`config.mk`:
```
export PLATFORM = sky130hd
export DESIGN_NAME = power_mode_ctrl
export DESIGN_NICKNAME = d
export VERILOG_FILES = /design/src/hw/power_mode_pkg.sv /design/src/hw/power_mode_ctrl.sv
export SDC_FILE = /design/constraint.sdc
export NUM_CORES = 1
export LEC_CHECK = 0
export BUFFER_PORTS_ARGS = -buffer_cell sky130_fd_sc_hd__buf_2
export CAP_MARGIN = 40
export CORE_ASPECT_RATIO = 0.6
export CORE_MARGIN = 10
export CORE_UTILIZATION = 38
export CTS_CLUSTER_DIAMETER = 60
export DETAILED_ROUTE_END_ITERATION = 7
export GPL_TIMING_DRIVEN = 0
export PLACE_DENSITY = 0.77
export REMOVE_ABC_BUFFERS = 1
export SETUP_SLACK_MARGIN = 0.4
export SLEW_MARGIN = 20
export SYNTH_ARGS = -nofsm -noshare
export SYNTH_HDL_FRONTEND = slang
export SYNTH_SLANG_ARGS = --single-unit
```
`constraint.sdc`:
```
create_clock -name pclk -period 1.27 [get_ports pclk]
set_input_delay 0 -clock pclk [delete_from_list [all_inputs] [get_ports pclk]]
set_output_delay 0 -clock pclk [all_outputs]
set_load 0.02 [all_outputs]
```
`src/hw/power_mode_pkg.sv`:
```
// Constants, types and register map for the power mode controller.
// Assumes an APB master on pclk and CPU/debug sideband signals.
// Notes on behaviour
// After reset, fetch start from top vectors
// Low-power run: regulator standby, clocks capped
// Software meets clock and detect preconditions first
// Low-power run disables voltage detect and warning
// Setting request bit enters regulator standby
// Clearing request bit restores full regulation
// Read-only status bit; zero means full regulation
// Wake bit clear: serve interrupts in low power
// Wake bit set: interrupt clears request, status
// Reset ends low-power run, clears bits
// Six events enter active background mode; the code decodes five
// Background mode suspends CPU awaiting commands
// Non-intrusive commands accepted in run, background
// Intrusive commands only in background mode
// Wait stops CPU clock, clears interrupt mask
// Interrupt leaves wait, stacks context
// Wait: only background and status commands; error
// Background command in wait enters background
// Wait in low-power run enters low-power wait
// Wake bit clear: irq returns to low-power run
// Wake bit set: irq returns full run, clears
// Reset ends low-power wait, clears bits
// Mode and bit updates registered on pclk
package power_mode_pkg;
    localparam logic [15:0] RESET_VECTOR_ADDR = 16'hFFFE;
    localparam int          CLOCK_CAP_KHZ     = 125;
    localparam int          PCLK_KHZ          = 40000;
    localparam int          CLOCK_DIV_RAW     = (PCLK_KHZ + CLOCK_CAP_KHZ - 1)
                                                / CLOCK_CAP_KHZ;
    localparam logic [9:0]  CLOCK_DIV         = CLOCK_DIV_RAW[9:0];

    localparam logic [11:0] CTRL_ADDR   = 12'h000;
    localparam logic [11:0] STATUS_ADDR = 12'h004;

    localparam int REQ_BIT     = 0;
    localparam int WAKE_BIT    = 1;
    localparam int STBY_BIT    = 0;
    localparam int MODE_LSB    = 1;
    localparam int DBG_ERR_BIT = 4;

    typedef enum {
        RUN, LP_RUN, WAIT_FULL, LP_WAIT, BACKGROUND
    } mode_t;

    typedef enum logic [2:0] {
        CMD_MEM      = 3'h0,
        CMD_MEM_STAT = 3'h1,
        CMD_DBG_REG  = 3'h2,
        CMD_BKGND    = 3'h3,
        CMD_CPU_REG  = 3'h4,
        CMD_TRACE    = 3'h5,
        CMD_GO       = 3'h6
    } debug_cmd_t;

    typedef struct packed {
        logic       valid;
        debug_cmd_t cmd;
    } debug_req_t;

    typedef struct packed {
        logic accepted;
        logic rejected;
        logic wait_error;
    } debug_rsp_t;
endpackage

```
`src/hw/power_mode_ctrl.sv`:
```
// Run, wait, low-power run/wait and active background mode control.
// Assumes CPU pulses and debug requests are synchronous to pclk.
`timescale 1ns/100ps
module power_mode_ctrl (
    input  wire logic                      pclk,
    input  wire logic                      presetn,
    input  wire logic                      psel,
    input  wire logic                      penable,
    input  wire logic                      pwrite,
    input  wire logic [11:0]               paddr,
    input  wire logic [31:0]               pwdata,
    output logic      [31:0]               prdata,
    output logic                           pready,
    output logic                           pslverr,
    input  wire logic                      por_event,
    input  wire logic                      forced_debug_reset,
    input  wire logic                      debug_pin,
    input  wire logic                      wait_executed,
    input  wire logic                      enter_debug_instruction,
    input  wire logic                      breakpoint_hit,
    input  wire logic                      irq_request,
    input  wire power_mode_pkg::debug_req_t debug_req,
    output power_mode_pkg::debug_rsp_t     debug_rsp,
    output logic                           regulator_standby,
    output logic                           voltage_detect_enable,
    output logic                           cpu_clock_run,
    output logic                           clear_irq_mask,
    output logic                           stack_for_irq,
    output logic                           clock_cap_active,
    output logic                           clock_cap_tick,
    output logic [15:0]                    start_vector_addr
);
    power_mode_pkg::mode_t mode;
    power_mode_pkg::mode_t next_mode;
    logic       low_power_run_request;
    logic       wake_full_regulation_on_irq;
    logic       wake_bit_at_wait;
    logic       reset_strap_pending;
    logic [9:0] cap_count;

    wire apb_access  = psel & penable;
    wire apb_write   = apb_access & pwrite;
    wire hit_ctrl    = paddr == power_mode_pkg::CTRL_ADDR;
    wire hit_status  = paddr == power_mode_pkg::STATUS_ADDR;
    wire addr_ok     = hit_ctrl | hit_status;
    wire ctrl_write  = apb_write & hit_ctrl;
    wire req_wdata   = pwdata[power_mode_pkg::REQ_BIT];
    wire wake_wdata  = pwdata[power_mode_pkg::WAKE_BIT];

    wire in_bg       = mode == power_mode_pkg::BACKGROUND;
    wire in_wait     = mode == power_mode_pkg::WAIT_FULL
                     | mode == power_mode_pkg::LP_WAIT;
    wire in_lp       = mode == power_mode_pkg::LP_RUN
                     | mode == power_mode_pkg::LP_WAIT;

    wire cmd_bg      = debug_req.cmd == power_mode_pkg::CMD_BKGND;
    wire cmd_stat    = debug_req.cmd == power_mode_pkg::CMD_MEM_STAT;
    wire cmd_intr    = debug_req.cmd == power_mode_pkg::CMD_CPU_REG
                     | debug_req.cmd == power_mode_pkg::CMD_TRACE
                     | debug_req.cmd == power_mode_pkg::CMD_GO;
    wire cmd_go      = debug_req.valid & in_bg
                     & debug_req.cmd == power_mode_pkg::CMD_GO;
    wire bg_cmd_seen = debug_req.valid & cmd_bg;

    // Background entry sources
    wire bg_entry    = bg_cmd_seen
                     | enter_debug_instruction | breakpoint_hit
                     | (reset_strap_pending & ~debug_pin);

    // Wake-bit irq exits low power to full regulation
    wire irq_wakes_full = irq_request & (in_wait ? wake_bit_at_wait
                                                 : wake_full_regulation_on_irq);

    always_comb begin
        next_mode = mode;
        unique case (mode)
            power_mode_pkg::RUN: begin
                if (bg_entry)
                    next_mode = power_mode_pkg::BACKGROUND;
                else if (wait_executed)
                    next_mode = power_mode_pkg::WAIT_FULL;
                else if (low_power_run_request)
                    next_mode = power_mode_pkg::LP_RUN;
            end
            power_mode_pkg::LP_RUN: begin
                if (bg_entry)
                    next_mode = power_mode_pkg::BACKGROUND;
                else if (irq_wakes_full)
                    next_mode = power_mode_pkg::RUN;
                else if (wait_executed)
                    next_mode = power_mode_pkg::LP_WAIT;
                else if (!low_power_run_request)
                    next_mode = power_mode_pkg::RUN;
            end
            power_mode_pkg::WAIT_FULL: begin
                if (bg_cmd_seen)
                    next_mode = power_mode_pkg::BACKGROUND;
                else if (irq_request)
                    next_mode = power_mode_pkg::RUN;
            end
            power_mode_pkg::LP_WAIT: begin
                if (bg_cmd_seen)
                    next_mode = power_mode_pkg::BACKGROUND;
                else if (irq_wakes_full)
                    next_mode = power_mode_pkg::RUN;
                else if (irq_request)
                    next_mode = power_mode_pkg::LP_RUN;
            end
            power_mode_pkg::BACKGROUND: begin
                if (cmd_go)
                    next_mode = low_power_run_request
                              ? power_mode_pkg::LP_RUN
                              : power_mode_pkg::RUN;
            end
        endcase
    end

    // Mode register; reset always lands in normal run
    always_ff @(posedge pclk or negedge presetn) begin
        if (!presetn)
            mode <= power_mode_pkg::RUN;
        else
            mode <= next_mode;
    end

    // Hardware clear on full-regulation wake beats a software write
    wire next_req = irq_wakes_full & in_lp ? 1'b0
                  : ctrl_write ? req_wdata
                  : low_power_run_request;

    always_ff @(posedge pclk or negedge presetn) begin
        if (!presetn) begin
            low_power_run_request       <= 1'b0;
            wake_full_regulation_on_irq <= 1'b0;
        end else begin
            low_power_run_request <= next_req;
            if (ctrl_write)
                wake_full_regulation_on_irq <= wake_wdata;
        end
    end

    // Wake choice frozen when WAIT executes
    always_ff @(posedge pclk or negedge presetn) begin
        if (!presetn)
            wake_bit_at_wait <= 1'b0;
        else if (wait_executed & ~in_wait)
            wake_bit_at_wait <= wake_full_regulation_on_irq;
    end

    // Debug pin sampled after power-on or forced debug reset
    always_ff @(posedge pclk or negedge presetn) begin
        if (!presetn)
            reset_strap_pending <= 1'b0;
        else
            reset_strap_pending <= por_event | forced_debug_reset;
    end

    // Clock cap tick for low-power modes
    always_ff @(posedge pclk or negedge presetn) begin
        if (!presetn)
            cap_count <= '0;
        else if (!in_lp || cap_count == power_mode_pkg::CLOCK_DIV - 10'h001)
            cap_count <= '0;
        else
            cap_count <= cap_count + 10'h001;
    end

    // Debug command acceptance by mode
    wire cmd_ok = in_bg ? 1'b1
                : in_wait ? (cmd_bg | cmd_stat)
                : ~cmd_intr;

    always_ff @(posedge pclk or negedge presetn) begin
        if (!presetn) begin
            debug_rsp <= '0;
        end else begin
            debug_rsp.accepted   <= debug_req.valid & cmd_ok;
            debug_rsp.rejected   <= debug_req.valid & ~cmd_ok;
            debug_rsp.wait_error <= debug_req.valid & in_wait
                                  & cmd_stat;
        end
    end

    wire [31:0] ctrl_rdata = {30'h0, wake_full_regulation_on_irq,
                              low_power_run_request};
    // Status bit follows the registered mode, not the request
    wire [31:0] stat_rdata = {27'h0, debug_rsp.wait_error,
                              3'(mode), in_lp};

    always_ff @(posedge pclk or negedge presetn) begin
        if (!presetn)
            prdata <= '0;
        else if (psel & ~penable & ~pwrite)
            prdata <= hit_ctrl ? ctrl_rdata
                    : hit_status ? stat_rdata : 32'h0;
    end

    assign pready  = 1'b1;
    assign pslverr = apb_access & ~addr_ok;

    assign regulator_standby     = in_lp;
    assign voltage_detect_enable = ~in_lp;
    assign clock_cap_active      = in_lp;
    assign clock_cap_tick        = in_lp
                                 & cap_count == 10'h000;
    assign cpu_clock_run         = ~in_wait & ~in_bg;
    assign clear_irq_mask        = wait_executed & ~in_wait
                                 & ~in_bg;
    assign stack_for_irq         = in_wait & irq_request
                                 & ~bg_cmd_seen;
    assign start_vector_addr     = power_mode_pkg::RESET_VECTOR_ADDR;

endmodule // power_mode_ctrl

```
# --- Word-level counts from Yosys, hierarchy flattened ---
# Index checks and enable logic that the tools add are counted.
# Widths: inputs -> output; s select.
classes:
  reduce_logical: 7
  n_bitwise: 42
  eq_ne: 20
  n_mux: 23
  addsub: 1
ops:
  columns: ["operator", "count"]
  rows:
  - ["$mux 32", 13]
  - ["$pmux 32 s5", 1]
  - ["$eq 32x2->1 const B", 3]
  - ["$eq 32x3->1 const B", 3]
  - ["$eq 32x1->1 const B", 1]
  - ["$eq 32x4->1 const B", 1]
  - ["$logic_not 32->1", 1]
  - ["$and 1x1->1", 22]
  - ["$eq 12x3->1 const B", 1]
  - ["$logic_not 12->1", 1]
  - ["$add 10x1->10 const B", 1]
  - ["$eq 10x9->1 const B", 1]
  - ["$logic_not 10->1", 1]
  - ["$mux 10", 1]
  - ["$mux 5", 2]
  - ["$not 1->1", 10]
  - ["$or 1x1->1", 10]
  - ["$eq 3x3->1 const B", 3]
  - ["$ne 4x4->1 const B", 2]
  - ["$mux 1", 6]
  - ["$ne 5x5->1 const B", 1]
  - ["$reduce_and 5->1", 1]
  - ["$eq 3x1->1 const B", 1]
  - ["$eq 3x2->1 const B", 1]
  - ["other kinds (5)", 5]
totals:
  regBits: 81
  output_inout_bits: 60

# --- Logic depth before layout (Yosys ltp) ---
depth:
  ltp_word: 8
  depth_mapped: 8

# --- Worst setup path before layout ---
# No wires, ideal clock.
synth_path:
  kind: "register -> output"
  startpoint: "reg cap_count[0]"
  endpoint: "out clock_cap_tick"
  slack_ns: -0.226
  arrival_ns: 1.496
  path_stages_with_launch: 6
  required_time_ns: 1.270
  path_buffers: 0
  path_cell_list: "dfrtp_1 > inv_1 > ha_1 > nor4b_1 > nand2_1 > nor4_1"
synth_between:
  elab_chain_len: 2
synth_rtl:
  columns: ["item", "line_no", "source"]
  rows:
  - ["from (decl)", "power_mode_ctrl.sv:39", "logic [9:0] cap_count;"]
  - ["from (signal assigned)", "power_mode_ctrl.sv:165", "cap_count <= cap_count + 10'h001;"]
  - ["$logic_not 10->1", "power_mode_ctrl.sv:205", "& cap_count == 10'h000;"]
  - ["$and 1x1->1", "power_mode_ctrl.sv:205", null]
  - ["to (decl)", "power_mode_ctrl.sv:30", "output logic clock_cap_tick,"]
# No other way between the ends.

# --- Worst setup path in the final report ---
layout_path:
  startpoint: "reg cap_count[1]"
  endpoint: "out clock_cap_tick"
# The elaborated chain is that of the path after synthesis.

==> metrics.csv <==
metric,value,unit
reg-to-reg startpoint,mode[2]$_DFFE_PN0P_,
crit path capture type,output port,
flop-to-flop setup slack,-0.17,ns
multi-input logic area,0.00108,mm^2
Rows,19,
dpl hpwl,3210,um
CP arrival,1.60,ns
clk sink count,25,
port buffer count,45,
CP max FO,5,
outcome,finished with violations,
Synth Area in XOR/XNOR,0.0396,
Critical Path Source,cap_count[1]$_DFF_PN0_,
RSZ-0062 raised after global routing,true,
vias per cell,4.46,
"Largest stage delay, worst path",0.43,ns
layout cells sized above 1,0.398,
Hold Crit Class,input pin to flop,
Crit path required time,1.27,ns
synth top area cells,"dfrtp_1 35%, buf_4 19%, nor2_1 4.2%",
height of the die,72.9,um
hold_sp,debug_req[0],
Placed Area,0.00186,mm^2
fin crit period,1.60,ns
most common cell in the netlist,buf_4,
ANT cells,0,
Worst VDD drop,0.421,mV
main combinational cell family by area after synthesis,simple AND/OR/NAND/NOR gates,
Area Growth Syn to Fin,36.5,%
"Largest delay share family, worst path",simple AND/OR/NAND/NOR gates,
total wire length,4740,um
drt wl/cell,14.5,um
dominant cell type by area after synthesis,dfrtp_1,
crit path launch type,flop,
Setup Skew,0.00455,ns
Post-synth ARST share,1.00,
Setup WS post-layout,-0.327,ns
violated checks,negative setup slack,
Congestion Overflow GR,0,
total CTS buffers,3,
fin nets,327,
register area,631,um^2
Residual DRC,0,
fin util,0.532,
TritonCTS clock tree,done,
Mean Syn Cell Area,9.03,um^2
gr usage total,0.112,
Die ar.,0.00788,mm^2
# H-tree levels,1,
clock latency on the worst-skew pair,0.27,ns
clk root buf,clkbuf_8,
final hold vios,0,
Synth top cells by count,"45 x buf_4, 25 x dfrtp_1, 20 x nor2_1, 12 x nand2_1, 7 x nand3_1",
R2R depth,7,
ratio of final minimum period to clock period,1.26,
Crit path buffers/inverters,2,
Initial Utilization,0.390,
Power per Cell Area,817,mW/mm^2
antenna violations before repair,0,
mapped cell area,0.00177,mm^2
Synth top area share,0.353,
Post-Synth Simple-Gate Area,0.245,
Synth Register Bits,25,
# setup viols final,19,
Via Count,1458,
"EDFF count, synth",0,
worst hold stages,3,
Crit Path Class,flop to output port,
register area share after synthesis,0.353,
Core ar.,0.00454,mm^2
compound-gate portion of the synthesized area,0.0820,
vias in the first global route,1453,
dominant synthesized flop cell,dfrtp_1,
Final Wtd Congestion,0.817,
FMAX,626,MHz
CP max stage cell,dfrtp_1,
post-layout instance area,0.00242,mm^2
DRT antenna net count,0,
Max-slew headroom,0.622,
first-pass GRT wire length,7270,um
total iterations of the first detailed-routing run,4,
I/O Pins,120,
"Cell Chain, Critical Path","inv_1, ha_1, nor4b_4, nand2_1, nor4_2, buf_4",
largest net degree at the start of global routing,26,
yosys warns,0,
slew at the pin closest to its max-slew limit,0.567,ns
adder-cell share of the synthesized area,0.0141,
Gate Count Post-Synth,196,
"Clk pin slew, worst setup/hold paths",0.09,ns
die width,108,um
worst r2r dst,mode[0]$_DFFE_PN0P_,
Max Cap Violations,0,
Final Slew Violations,0,
Yosys cell types,48,
Lkg Pwr,1.19,nW
proportion of synthesized area in mux cells,0.0360,
Max Root-Sink Buffers,2,
Initial DRC Count,43,
fillers,409,
hold path endpoint,debug_rsp[0]$_DFF_PN0_,
layout make-up:
class	count	share of cell area
Clock buffer	4	0.0186
Multi-Input combinational cell	158	0.447
Inverter	6	0.0104
Tap cell	63	0.0326
Timing Repair Buffer	71	0.230
Sequential cell	25	0.261
power by group:
part,total [W],internal [W],switching [W]
logic,0.000662,0.000290,0.000372
clock network,0.000472,0.000224,0.000247
registers,0.000841,0.000816,0.0000250
how the worst max path moves through the flow:
stage	endpoint	slack, ns	cells after the start
after floorplan	clock_cap_tick	-0.38	3
after detailed placement	mode[0]$_DFFE_PN0P_	-0.21	6
after global placement	mode[0]$_DFFE_PN0P_	-0.20	6
after CTS	clock_cap_tick	-0.31	6
final	clock_cap_tick	-0.33	6
after global routing	clock_cap_tick	-0.46	6
per-layer routing:
layer,wire (um),global-route usage,vias up
met5,0,0,-
met4,27,0.0133,0
met3,282,0.0353,6
met2,2450,0.195,39
met1,1990,0.137,700
li1,-,-,713
sequential cells by signal (all words and copies together), names as in the netlist:
name	flops
low_power_run_request	1
wake_bit_at_wait	1
wake_full_regulation_on_irq	1
prdata	5
reset_strap_pending	1
debug_rsp	3
mode	3
cap_count	10
worst min-delay path: cells and delay by family:
kind,cells,cell delay (ns)
and+or+nand+nor,2,0.14
buffers and inverters,1,0.14
cell families after synthesis:
family / after synthesis
compound gates: 22
xor+xnor: 8
flops: 25
mux: 6
buf+inv: 55
fa+ha+maj: 2
other cells: 2
simple gates: 76
layout by cell type, fill, tap and decap left out, types with 3 or more instances in the layout:
master / count
a31oi_1: 4
dfrtp_1: 21
dlygate4sd3_1: 8
buf_2: 33
and3_1: 5
buf_4: 7
dfrtp_2: 4
mux2_4: 3
conb_1: 44
nor2_1: 18
o21ai_1: 4
nand2_2: 4
nand2_1: 8
mux2i_1: 3
clkbuf_8: 3
xnor2_1: 3
xor2_1: 5
nand3_1: 7
buf_6: 23
inv_1: 5
repair_timing:
action / CTS / global route
setup buffers: 14 / 4
endpoints found under the hold margin: 31 / 0
hold buffers: 8 / 0
resized for setup: 55 / 23
pin swaps: 13 / 12
setup endpoints to repair: 29 / 32
per-stage QoR:
step	hold WS (ns)	setup TNS [ns]	cells	total power [W]	worst slack, ns
detailed placement	0.0336	-1.71	297	0.00127	-0.209
finish	0.0472	-2.13	327	0.00197	-0.327
global placement	0.0237	-1.34	297	0.00127	-0.196
floorplan	-0.296	-0.833	189	0.00114	-0.385
global route	0.0393	-3.83	327	0.00209	-0.460
CTS	0.0191	-2.05	323	0.00192	-0.314
No activity file was read; power rests on OpenSTA's default activity.
